### src/common/cstf_map.svh
// Register map, field positions and counts for the CAN status block.
// Assumes a byte-addressed 8-bit register port with 32-bit words.
// Notes on behaviour
// - A CAN bus error sets the bus-error flag.
// - A system-bus fault, such as an illegal address, sets the system-error flag.
// - System-error flag ignores writes; clears only when module is switched off then on.
// - A receive buffer overflow sets the buffer-overflow flag.
// - Mode-change flag sets when mode status changes to match the requested mode.
// - Sixteen read-only per-FIFO overflow flags sit in bits 15 to 0.
// - With capture enabled the 16-bit timer advances once per prescaler period.
// - With capture disabled the timer holds its value.
// - Prescale zero advances every clock; all ones every 65,535 clocks.
// - Any timer register write resets the prescaler count and also loads the setting.
// - Filter FIFO select 0 to 15 routes to that FIFO; 16 to 31 reserved.
// - Each filter has an enable and a 2-bit mask select choosing mask 0 to 3.
// - Filter control bits other than the enable change only while that filter is disabled.
// - FIFO direction bit 7: one is transmit, zero is receive.
// - Aborted bit: one aborted, zero success; updates on completion, abort, FIFO reset.
// - Lost-arbitration and transmit-error bits clear on control read or FIFO reset.
// - Send request starts sending, clears when done; software clear asks abort.
// - With auto-remote enabled a received remote request sets send request.
// - Priority 0 lowest to 3 highest; some bits change only in mode 100.
// - User address reads head for transmit FIFO, tail for receive FIFO.
`ifndef CSTF_MAP_SVH
`define CSTF_MAP_SVH
`define CSTF_OFS_INT    8'h00
`define CSTF_OFS_OVF    8'h04
`define CSTF_OFS_TMR    8'h08
`define CSTF_OFS_FLT    8'h0c
`define CSTF_OFS_CTL    8'h10
`define CSTF_OFS_FCTL   8'h40
`define CSTF_OFS_FUA    8'h80
`define CSTF_NFIFO      16
`define CSTF_NFLT       4
`define CSTF_INT_WAKE   14
`define CSTF_INT_BERR   13
`define CSTF_INT_SERR   12
`define CSTF_INT_RBOV   11
`define CSTF_INT_MOD    3
`define CSTF_INT_TMR    2
`define CSTF_INT_RB     1
`define CSTF_INT_TB     0
`define CSTF_CTL_ON     15
`define CSTF_CTL_CAP    20
`define CSTF_CTL_OPLO   21
`define CSTF_CTL_RQLO   24
`define CSTF_FC_DIR     7
`define CSTF_FC_ABT     6
`define CSTF_FC_ARB     5
`define CSTF_FC_ERR     4
`define CSTF_FC_REQ     3
`define CSTF_FC_RTR     2
`define CSTF_MODE_CFG   3'h4
`define CSTF_FSEL_MAX   5'h0f
`endif

### src/common/cstf_pkg.sv
// Types shared by the CAN status block.
// Assumes the map header is included by every user.
package cstf_pkg;
  typedef logic [2:0]  cstf_mode_t;
  typedef logic [15:0] cstf_word16_t;
endpackage : cstf_pkg

### src/hw/cstf_timer.sv
// Time-stamp timer with prescaler.
// Assumes load and capture come from logic on the same clock.
`timescale 1ns/1ps
`default_nettype none
`include "cstf_map.svh"
module cstf_timer (
  // Clock and reset
  input  wire logic           clk,
  input  wire logic           rst,
  // Control
  input  wire logic           capture_en,
  input  wire cstf_pkg::cstf_word16_t prescale,
  input  wire logic           load,
  input  wire cstf_pkg::cstf_word16_t load_val,
  // State
  output logic [15:0]         count,
  output logic                wrap
);
  import cstf_pkg::*;
  logic [15:0] pre_cnt;
  logic        tick;
  // Compare with >= so a smaller prescale mid-period cannot stall the count
  assign tick = capture_en && ((prescale == 16'h0) || (pre_cnt >= prescale - 16'h1));
  assign wrap = tick && !load && (count == 16'hffff);
  always_ff @(posedge clk) begin
    if (rst || load || tick) begin
      pre_cnt <= 16'h0;
    end else if (capture_en) begin
      pre_cnt <= pre_cnt + 16'h1;
    end
  end
  always_ff @(posedge clk) begin
    if (rst) begin
      count <= 16'h0;
    end else if (load) begin
      count <= load_val;
    end else if (tick) begin
      count <= count + 16'h1;
    end
  end
endmodule : cstf_timer
`default_nettype wire

### src/hw/cstf_fifo_ctl.sv
// Control and status bits of one message FIFO.
// Assumes all event inputs are one-cycle pulses on the same clock.
`timescale 1ns/1ps
`default_nettype none
`include "cstf_map.svh"
module cstf_fifo_ctl (
  // Clock and reset
  input  wire logic       clk,
  input  wire logic       rst,
  // Register access
  input  wire logic       wr,
  input  wire logic       rd,
  input  wire logic [7:0] wdata,
  input  wire logic       cfg_mode,
  // Events from the message engine
  input  wire logic       all_sent,
  input  wire logic       msg_done,
  input  wire logic       msg_abort,
  input  wire logic       lost_arb_ev,
  input  wire logic       bus_err_ev,
  input  wire logic       rtr_rx,
  input  wire logic       fifo_reset,
  // State
  output logic [7:0]      ctl,
  output logic            abort_req
);
  import cstf_pkg::*;
  logic dir, aborted, lost, transmit_bus_error, send, rtr_en;
  logic [1:0] prio;
  assign ctl = {dir, aborted, lost, transmit_bus_error, send, rtr_en, prio};
  assign abort_req = wr && dir && send && !wdata[`CSTF_FC_REQ];
  always_ff @(posedge clk) begin
    if (rst) begin
      dir <= 1'b0;
    end else if (wr && cfg_mode) begin
      dir <= wdata[`CSTF_FC_DIR];
    end
  end
  always_ff @(posedge clk) begin
    if (rst || fifo_reset || msg_done) begin
      aborted <= 1'b0;
    end else if (msg_abort) begin
      aborted <= 1'b1;
    end
  end
  // A fresh event beats a clearing read in the same cycle
  always_ff @(posedge clk) begin
    if (rst) begin
      lost  <= 1'b0;
      transmit_bus_error <= 1'b0;
    end else begin
      lost  <= lost_arb_ev || (lost && !rd && !fifo_reset);
      transmit_bus_error <= bus_err_ev || (transmit_bus_error && !rd && !fifo_reset);
    end
  end
  always_ff @(posedge clk) begin
    if (rst || fifo_reset || !dir) begin
      send <= 1'b0;
    end else if (rtr_rx && rtr_en) begin
      send <= 1'b1;
    end else if (all_sent) begin
      send <= 1'b0;
    end else if (wr) begin
      send <= wdata[`CSTF_FC_REQ];
    end
  end
  always_ff @(posedge clk) begin
    if (rst) begin
      rtr_en <= 1'b0;
      prio   <= 2'h0;
    end else if (wr) begin
      rtr_en <= wdata[`CSTF_FC_RTR];
      prio   <= wdata[1:0];
    end
  end
endmodule : cstf_fifo_ctl
`default_nettype wire

### src/hw/cstf_top.sv
// Top of the CAN status, time-stamp, filter routing and FIFO control block.
// Assumes event inputs are same-clock pulses from the rest of the controller.
`timescale 1ns/1ps
`default_nettype none
`include "cstf_map.svh"
module cstf_top (
  // Clock and reset
  input  wire logic               clk,
  input  wire logic               rst,
  // Register port
  input  wire logic [7:0]         addr,
  input  wire logic [31:0]        wdata,
  input  wire logic               wr_en,
  input  wire logic               rd_en,
  output logic [31:0]             rdata,
  // Controller events
  input  wire logic               wake_event,
  input  wire logic               bus_error_event,
  input  wire logic               sys_error_event,
  input  wire logic               rx_pending,
  input  wire logic               tx_pending,
  input  wire cstf_pkg::cstf_mode_t operating_mode_status,
  // Per-FIFO events
  input  wire logic [15:0]        fifo_overflow_event,
  input  wire logic [15:0]        fifo_all_sent,
  input  wire logic [15:0]        fifo_msg_done,
  input  wire logic [15:0]        fifo_msg_abort,
  input  wire logic [15:0]        fifo_lost_arb,
  input  wire logic [15:0]        fifo_bus_err,
  input  wire logic [15:0]        fifo_rtr_rx,
  input  wire logic [15:0]        fifo_reset,
  input  wire logic [15:0][31:0]  fifo_head_addr,
  input  wire logic [15:0][31:0]  fifo_tail_addr,
  // Control outputs
  output logic                    module_on,
  output logic                    timestamp_capture_enable,
  output cstf_pkg::cstf_mode_t    requested_operating_mode,
  output logic [15:0]             timestamp_count,
  output logic [3:0]              filter_enable,
  output logic [3:0][1:0]         filter_mask_select,
  output logic [3:0][4:0]         filter_fifo_select,
  output logic [15:0]             fifo_direction,
  output logic [15:0]             send_request,
  output logic [15:0]             abort_request,
  output logic [15:0][1:0]        transmit_priority
);
  import cstf_pkg::*;

  // ****************************************
  // Address decode
  // ****************************************
  // Returns {hit, index} for a 16-slot word window
  function automatic logic [4:0] slot(input logic [7:0] a, input logic [7:0] base);
    slot = {(a[7:6] == base[7:6]) && (a[1:0] == 2'h0), a[5:2]};
  endfunction

  logic [4:0]  fctl_slot, fua_slot;
  logic        addr_hit;
  logic [31:0] next_rdata;
  assign fctl_slot = slot(addr, `CSTF_OFS_FCTL);
  assign fua_slot  = slot(addr, `CSTF_OFS_FUA);

  // ****************************************
  // Control and filter registers
  // ****************************************
  logic        prev_on;
  cstf_mode_t  prev_mode;
  logic [31:0] flt;
  cstf_word16_t prescale;
  logic        tmr_wr, tmr_wrap;

  always_ff @(posedge clk) begin
    if (rst) begin
      module_on                <= 1'b0;
      timestamp_capture_enable <= 1'b0;
      requested_operating_mode <= `CSTF_MODE_CFG;
    end else if (wr_en && addr == `CSTF_OFS_CTL) begin
      module_on                <= wdata[`CSTF_CTL_ON];
      timestamp_capture_enable <= wdata[`CSTF_CTL_CAP];
      requested_operating_mode <= wdata[`CSTF_CTL_RQLO +: 3];
    end
  end

  always_ff @(posedge clk) begin
    if (rst) begin
      prev_on   <= 1'b0;
      prev_mode <= `CSTF_MODE_CFG;
    end else begin
      prev_on   <= module_on;
      prev_mode <= operating_mode_status;
    end
  end

  // Each filter owns one byte: enable, mask select, FIFO select
  genvar f;
  generate
    for (f = 0; f < `CSTF_NFLT; f++) begin : g_flt
      always_ff @(posedge clk) begin
        if (rst) begin
          flt[f*8 +: 8] <= 8'h0;
        end else if (wr_en && addr == `CSTF_OFS_FLT) begin
          flt[f*8+7] <= wdata[f*8+7];
          // Disabling stays possible so a locked filter can be reopened
          if (!flt[f*8+7]) begin
            flt[f*8 +: 7] <= wdata[f*8 +: 7];
          end
        end
      end
      assign filter_enable[f]      = flt[f*8+7];
      assign filter_mask_select[f] = flt[f*8+5 +: 2];
      assign filter_fifo_select[f] = flt[f*8 +: 5];
    end
  endgenerate

  // ****************************************
  // Time-stamp timer
  // ****************************************
  assign tmr_wr = wr_en && addr == `CSTF_OFS_TMR;

  always_ff @(posedge clk) begin
    if (rst) begin
      prescale <= 16'h0;
    end else if (tmr_wr) begin
      prescale <= wdata[15:0];
    end
  end

  cstf_timer u_timer (
    .clk        (clk),
    .rst        (rst),
    .capture_en (timestamp_capture_enable),
    .prescale   (prescale),
    .load       (tmr_wr),
    .load_val   (wdata[31:16]),
    .count      (timestamp_count),
    .wrap       (tmr_wrap)
  );

  // ****************************************
  // Interrupt flags
  // ****************************************
  logic        wake_flag, berr_flag, serr_flag, rbov_flag, mode_flag, tmr_flag;
  logic        int_wr, bad_access, mode_hit, on_rise;
  logic [15:0] fifo_ovf;

  assign int_wr     = wr_en && addr == `CSTF_OFS_INT;
  assign bad_access = (wr_en || rd_en) && !addr_hit;
  assign mode_hit   = operating_mode_status != prev_mode
                      && operating_mode_status == requested_operating_mode;
  assign on_rise    = module_on && !prev_on;

  // A written zero clears; an event in the same cycle still wins
  always_ff @(posedge clk) begin
    if (rst) begin
      wake_flag <= 1'b0;
      berr_flag <= 1'b0;
      rbov_flag <= 1'b0;
      mode_flag <= 1'b0;
      tmr_flag  <= 1'b0;
    end else begin
      wake_flag <= wake_event || (wake_flag && !(int_wr && !wdata[`CSTF_INT_WAKE]));
      berr_flag <= bus_error_event
                   || (berr_flag && !(int_wr && !wdata[`CSTF_INT_BERR]));
      rbov_flag <= |fifo_overflow_event
                   || (rbov_flag && !(int_wr && !wdata[`CSTF_INT_RBOV]));
      mode_flag <= mode_hit || (mode_flag && !(int_wr && !wdata[`CSTF_INT_MOD]));
      tmr_flag  <= tmr_wrap || (tmr_flag && !(int_wr && !wdata[`CSTF_INT_TMR]));
    end
  end

  // Only an off-then-on cycle of the module clears this one
  always_ff @(posedge clk) begin
    if (rst) begin
      serr_flag <= 1'b0;
    end else begin
      serr_flag <= sys_error_event || bad_access || (serr_flag && !on_rise);
    end
  end

  genvar q;
  generate
    for (q = 0; q < `CSTF_NFIFO; q++) begin : g_ovf
      always_ff @(posedge clk) begin
        if (rst) begin
          fifo_ovf[q] <= 1'b0;
        end else begin
          fifo_ovf[q] <= fifo_overflow_event[q] || (fifo_ovf[q] && !fifo_reset[q]);
        end
      end
    end
  endgenerate

  // ****************************************
  // FIFO control
  // ****************************************
  logic [15:0][7:0] fctl;
  logic             cfg_mode;
  assign cfg_mode = operating_mode_status == `CSTF_MODE_CFG;

  genvar n;
  generate
    for (n = 0; n < `CSTF_NFIFO; n++) begin : g_fifo
      cstf_fifo_ctl u_fifo (
        .clk         (clk),
        .rst         (rst),
        .wr          (wr_en && fctl_slot == {1'b1, 4'(n)}),
        .rd          (rd_en && fctl_slot == {1'b1, 4'(n)}),
        .wdata       (wdata[7:0]),
        .cfg_mode    (cfg_mode),
        .all_sent    (fifo_all_sent[n]),
        .msg_done    (fifo_msg_done[n]),
        .msg_abort   (fifo_msg_abort[n]),
        .lost_arb_ev (fifo_lost_arb[n]),
        .bus_err_ev  (fifo_bus_err[n]),
        .rtr_rx      (fifo_rtr_rx[n]),
        .fifo_reset  (fifo_reset[n]),
        .ctl         (fctl[n]),
        .abort_req   (abort_request[n])
      );
      assign fifo_direction[n]    = fctl[n][`CSTF_FC_DIR];
      assign send_request[n]      = fctl[n][`CSTF_FC_REQ];
      assign transmit_priority[n] = fctl[n][1:0];
    end
  endgenerate

  // ****************************************
  // Read path
  // ****************************************
  always_comb begin
    next_rdata = 32'h0;
    addr_hit   = 1'b1;
    case (addr)
      `CSTF_OFS_INT: begin
        next_rdata[`CSTF_INT_WAKE] = wake_flag;
        next_rdata[`CSTF_INT_BERR] = berr_flag;
        next_rdata[`CSTF_INT_SERR] = serr_flag;
        next_rdata[`CSTF_INT_RBOV] = rbov_flag;
        next_rdata[`CSTF_INT_MOD]  = mode_flag;
        next_rdata[`CSTF_INT_TMR]  = tmr_flag;
        next_rdata[`CSTF_INT_RB]   = rx_pending;
        next_rdata[`CSTF_INT_TB]   = tx_pending;
      end
      `CSTF_OFS_OVF: next_rdata[15:0] = fifo_ovf;
      `CSTF_OFS_TMR: next_rdata = {timestamp_count, prescale};
      `CSTF_OFS_FLT: next_rdata = flt;
      `CSTF_OFS_CTL: begin
        next_rdata[`CSTF_CTL_ON]        = module_on;
        next_rdata[`CSTF_CTL_CAP]       = timestamp_capture_enable;
        next_rdata[`CSTF_CTL_OPLO +: 3] = operating_mode_status;
        next_rdata[`CSTF_CTL_RQLO +: 3] = requested_operating_mode;
      end
      default: begin
        if (fctl_slot[4]) begin
          next_rdata[7:0] = fctl[fctl_slot[3:0]];
        end else if (fua_slot[4]) begin
          // Low two bits forced low to keep messages word-aligned
          next_rdata = (fctl[fua_slot[3:0]][`CSTF_FC_DIR] ? fifo_head_addr[fua_slot[3:0]]
                        : fifo_tail_addr[fua_slot[3:0]]) & 32'hffff_fffc;
        end else begin
          addr_hit = 1'b0;
        end
      end
    endcase
  end

  always_ff @(posedge clk) begin
    if (rst || !rd_en) begin
      rdata <= 32'h0;
    end else begin
      rdata <= next_rdata;
    end
  end
endmodule : cstf_top
`default_nettype wire

### config.mk
export PLATFORM = sky130hd
export DESIGN_NAME = cstf_top
export DESIGN_NICKNAME = d
export VERILOG_FILES = /design/src/common/cstf_pkg.sv /design/src/hw/cstf_timer.sv /design/src/hw/cstf_fifo_ctl.sv /design/src/hw/cstf_top.sv
export VERILOG_INCLUDE_DIRS = /design/src /design/src/common
export SDC_FILE = /design/constraint.sdc
export NUM_CORES = 1
export LEC_CHECK = 0
export BUFFER_PORTS_ARGS = -buffer_cell sky130_fd_sc_hd__buf_2
export CORE_AREA = 2 2 534 536
export CTS_CLUSTER_SIZE = 8
export DETAILED_ROUTE_END_ITERATION = 8
export DIE_AREA = 0 0 536 538
export PLACE_DENSITY = 0.3
export RECOVER_POWER = 50
export SLEW_MARGIN = 20
export SYNTH_ARGS = -nofsm -noshare
export SYNTH_HDL_FRONTEND = slang
export SYNTH_HIERARCHICAL = 1
export SYNTH_SLANG_ARGS = --single-unit
### constraint.sdc
create_clock -name clk -period 10.7 [get_ports clk]
set_input_delay 0.535 -clock clk [delete_from_list [all_inputs] [get_ports clk]]
set_output_delay 0.535 -clock clk [all_outputs]
set_load 0.01 [all_outputs]
# Yosys cells after proc, flatten, opt, wreduce, memory -nomap -nowiden
# Index checks and enable logic that the tools add are counted.
# word_totals
ff_bits	271
in_bits	1204
output_inout_bits	165
elab_cells	671
# classes
addsub	3
n_lt_le_gt_ge	2
n_eq_ne	26
n_mux	70
bitwise	4
reduce_logical	415
# op_table
op	count
$bmux 32 s4	2
$logic_and 1x1->1	215
$mux 32	4
$logic_or 1x1->1	108
$eq 5x5->1 const B	16
$logic_not 1->1	63
$pmux 7 s4	2
$mux 1	51
$reduce_bool 3->1	16
$pmux 4 s5	2
$add 16x1->16 const B	2
$bmux 8 s4	1
$mux 16	2
$mux 24	1
$eq 16x16->1 const B	1
$eq 8x4->1 const B	2
$ge 16x16->1	1
$logic_not 16->1	1
$mux 8	2
$reduce_or 16->1	1
$sub 16x1->16 const B	1
$pmux 5 s3	1
$pmux 4 s3	1
$eq 8x3->1 const B	1
other kinds (16)	23

# Depth between registers and ports, before layout
# depth
depth_word	9
mapped_depth	15

# Cells and area by module
# Netlist, hierarchy kept.
# modules_own_cells
module	instances	cells_per_inst	area_per_inst_um2
cstf_top	1	1162	12821.0
cstf_fifo_ctl	16	38	380.4
cstf_timer	1	280	2273.4

# Worst setup path before layout
# No wires, ideal clock.
# synth_path
kind	register to register
start	register prescale[2]
end	register u_timer.count[4]
arrival_ns	3.802
slack_ns	6.807
path_stages_with_launch	15
n_path_buf	1
period_less_slack_ns	3.893
cell_sequence	dfxtp_1 or2_2 nor4_1 nand3_1 nor2_1 nand3b_1 xor2_1 ha_1 nand4_2 or4_1 or4_4 and3_4 buf_6 or3_1 a311oi_1
# synth_between
elab_chain_len	5
elab_cells_between_ends	6
# synth_rtl
element	line_no	text
start: declaration	cstf_top.sv:69	cstf_word16_t prescale;
start signal: assignment	cstf_top.sv:124	prescale <= wdata[15:0];
$sub 16x1->16	cstf_timer.sv:23	assign tick = capture_en && ((prescale == 16'h0) || (pre_cnt >= prescale - 16'h1));
$ge 16x16->1	cstf_timer.sv:23	
$logic_or 1x1->1 *	cstf_timer.sv:23	
$logic_and 1x1->1 *	cstf_timer.sv:23	
$reduce_bool 2->1 (no source line) *	-	
end signal: assignment	cstf_timer.sv:36	count <= load_val;
end signal: assignment	cstf_timer.sv:38	count <= count + 16'h1;
end: declaration	cstf_timer.sv:16	output logic [15:0] count,
# Mark *: on every way between the ends. The rest lies on a longest branch, timed or not.
# A chain may end at the register's enable or synchronous reset.

# Final worst setup path
# layout_path
start	input port rst
end	register fifo_ovf[9]
# layout_lines
element	line_no	text
start: declaration	cstf_top.sv:9	input wire logic rst,
end signal: indexed assignment	cstf_top.sv:187	fifo_ovf[q] <= fifo_overflow_event[q] || (fifo_ovf[q] && !fifo_reset[q]);
end: declaration	cstf_top.sv:144	logic [15:0] fifo_ovf;
# No word-level cell between the ends.

==> summary.txt <==
Outcome
  – Status: finished with violations
  – Failing checks: max-capacitance violations, max-slew violations

Min path
  – Hold Crit Class: in2reg

Global route
  – Total gr overflow: 0
  – First-pass GRT wire length: 279000 microns
  – GRT Util Overall: 0.150
  – Grt met1 use: 0.159
  – Largest net degree at the start of global routing: 134
  – Most used routing layer: met2
  – Initial antenna violation count: 209
  – Number of global-route vias before repair: 24500
  – Met2 Track Usage GR: 0.272
  – Met3 Usage GRT: 0.0494

Timing
  – Slew Viols, Final: 115
  – Final setup vio count: 0
  – Slew headroom: -1.87
  – Period minus WS final: 4.91 ns
  – Clk_skew: 0.0379 ns
  – TNS Setup: 0 ns
  – Worst-Margin Slew: 4.30 ns
  – Final Cycle Share: 0.459
  – RSZ-0062 raised after global routing: false
  – Maximum clock rate: 204 MHz
  – Fin. Hold Viols: 0

Synthesis
  – Top FF cell, synth: dfxtp_1
  – Post-synth EDFFs: 0
  – Seq cells post-synth: 271
  – Yosys top cell area share: 0.298
  – Synthesized cell area: 21200 sq um
  – Post-synth net total: 3274
  – Yosys top cell by area: mux4_2
  – Synth cell types: 71
  – Synth top area cells: mux4_2, dfxtp_1, a22oi_1, a21oi_1, buf_4
  – Sequential share of the synthesized area: 0.256
  – Syn_area_per_cell: 10.3 sq um
  – Asr flop ratio synth: 0
  – Synth Warn #: 6
  – Syn Inst Count: 2050

Floorplan
  – Die width: 536 microns
  – Total die area: 288000 sq um
  – Starting Density: 0.0748
  – Die Y: 538 microns
  – Num rows: 196
  – Core Box Area: 283000 sq um
  – I/O pin total: 1369

Cells and area
  – Final nets: 4413
  – Final non-filler cell area: 32800 sq um
  – Share of cells above drive strength 1: 0.503
  – Commonest cells after routing, fill and taps aside: buf_2, mux4_2, dfxtp_1
  – Synthesis-to-finish area growth: 54.9%
  – Commonest non-fill, non-tap cell in the layout: buf_2

Clock tree
  – Root Buffer: clkbuf_16
  – Longest Clk Path Bufs: 3
  – Hold Buf Count CTS: 0
  – TritonCTS Buffers: 44
  – Clk slew on worst S/H paths: 0.05 ns
  – CTS tree: yes
  – Post_cts resized: 0
  – # H-tree levels: 2
  – Clk sinks: 271
  – Post-CTS repair timing setup buffer count: 0
  – Clk_lat worst skew: 0.61 ns

Setup path
  – Critical Path RT: 11.09 ns
  – Critical-path cell list: clkbuf_1 > clkbuf_1 > nor2_1
  – Max incr delay on CP: 2.88 ns
  – Crit path max fanout: 74
  – Crit end category: flop
  – Crit Path Category: in2reg
  – Max stage delay cell, worst path: clkbuf_1
  – Crit path DAT: 5.29 ns
  – Crit path top cell by count: clkbuf_1
  – Startpoint Class: input port

Power
  – PwrDens: 100 nW/um^2
  – VDD IR max: 0.0000998 V
  – LEAKAGE: 12.2 nW

Placement
  – Placer Congestion: 0.913
  – Area post-placement: 31300 sq um
  – Hpwl dp: 197000 microns
  – Port bufs: 1304

Routing
  – DRT Pass-1 Iters: 5
  – Total number of vias: 24500
  – Via-per-instance ratio: 3.45
  – 1st-iter DRT viols: 1661
  – Routed wire length: 227000 microns
  – Routed length per instance: 31.9 microns
  – DR DRC count: 0
  – Routed Antenna Nets: 0

Flow run
  – Max Cap Viol: 2
==> sequential cells by signal, summed over array words and instances, names as in the netlist, 3 cells and up <==
| register | flops |
|---|---|
| rdata | 32 |
| fifo_ovf | 16 |
| g_fifo.u_fifo/rtr_en | 16 |
| g_fifo.u_fifo/aborted | 16 |
| u_timer/count | 16 |
| u_timer/pre_cnt | 16 |
| filter_fifo_select | 20 |
| requested_operating_mode | 3 |
| prev_mode | 3 |
| filter_mask_select | 8 |
| g_fifo.u_fifo/send | 16 |
| g_fifo.u_fifo/dir | 16 |
| filter_enable | 4 |
| g_fifo.u_fifo/transmit_bus_error | 16 |
| g_fifo.u_fifo/lost | 16 |
| prescale | 16 |
| g_fifo.u_fifo/prio | 32 |
==> cells in the mapped netlist, types with 11 or more instances <==
cell type / count
a22o_1: 16
a21oi_1: 183
nand3_1: 35
nand2_1: 123
xor2_1: 15
a21bo_2: 16
nor2_1: 174
clkbuf_1: 59
buf_4: 112
mux2_4: 16
dfxtp_1: 271
mux4_2: 280
nor4_1: 24
a22oi_1: 135
inv_1: 64
nor3_1: 11
buf_1: 16
nand4_1: 14
o21ai_0: 15
xnor2_1: 18
nor4b_1: 23
buf_2: 62
nor4bb_1: 16
o21ai_1: 39
ha_1: 20
or3b_1: 32
and4b_1: 16
o22ai_1: 22
mux2i_1: 60
buf_6: 22
==> cell families (layout without fill, tap and decap cells) <==
| family | Yosys count | after routing | share of synthesized area |
|---|---|---|---|
| AOI/OAI and AO/OA | 488 | 488 | 0.150 |
| DFF | 271 | 271 | 0.256 |
| muxes | 365 | 365 | 0.342 |
| and+or+nand+nor | 534 | 534 | 0.135 |
| xor gates and xnor gates | 33 | 33 | 0.0136 |
| buffers and inverters | 339 | 1494 | 0.0917 |
| other | 0 | 148 | 0 |
| adders and majority gates | 20 | 20 | 0.0118 |
==> metal layers <==
layer	part of all wire	wire length (microns)	vias up
met3	0.087	19800	461
li1	-	-	10400
met2	0.51	116000	1417
met1	0.36	80700	12200
met4	0.046	10400	120
met5	0.0034	781	-
==> path summary, 6_finish.rpt <==
path | end | start | slack (ns) | cells after the start
worst max-delay path | fifo_ovf[9]$_SDFF_PP0_ | rst | 5.79 | 3
worst max register to register | u_timer/pre_cnt[3]$_SDFFE_PP0P_ | prescale[2]$_SDFFE_PP0P_ | 5.81 | 13
worst min register to register | fifo_ovf[15]$_SDFF_PP0_ | fifo_ovf[15]$_SDFF_PP0_ | 0.48 | 2
worst min-delay path | g_fifo[12].u_fifo/aborted$_SDFFE_PP0P_ | fifo_msg_done[12] | 0.08 | 2
==> worst max-delay path, delay by kind of cell <==
family	cells	cell delay (ns)
buffers and inverters	2	4.50
AND/OR/NAND/NOR	1	0.12
==> where the power goes <==
part           switching [W]  total (W)  internal [W]
sequential         0.0000122    0.00104       0.00103
combinational       0.000468   0.000833      0.000365
clock               0.000565    0.00142      0.000852
total                0.00105    0.00329       0.00224
==> final cells by class <==
class	instances	area, sq um
Fill cell	32900	250000
Multi-Input combinational cell	1440	13900
Timing Repair Buffer	1366	6870
Sequential cell	271	5430
Tap cell	3762	4710
Clock buffer	53	1200
Antenna cell	148	370
Inverter	66	248
Clock inverter	9	138
==> per-stage QoR <==
stage / hold slack, ns / power [W] / std cells / util / setup slack (ns)
2_1_floorplan: 0.444 / 0.00140 / 2050 / - / 6.81
3_3_place_gp: 0.463 / 0.00192 / 6904 / 0.111 / 5.24
3_5_place_dp: 0.465 / 0.00192 / 6905 / 0.111 / 5.47
4_1_cts: 0.0364 / 0.00338 / 6967 / 0.115 / 5.80
5_1_grt: 0.0584 / 0.00342 / 7051 / 0.115 / 5.36
6_report: 0.0845 / 0.00329 / 7115 / 0.116 / 5.79
Power figures use the tool's default switching activity.
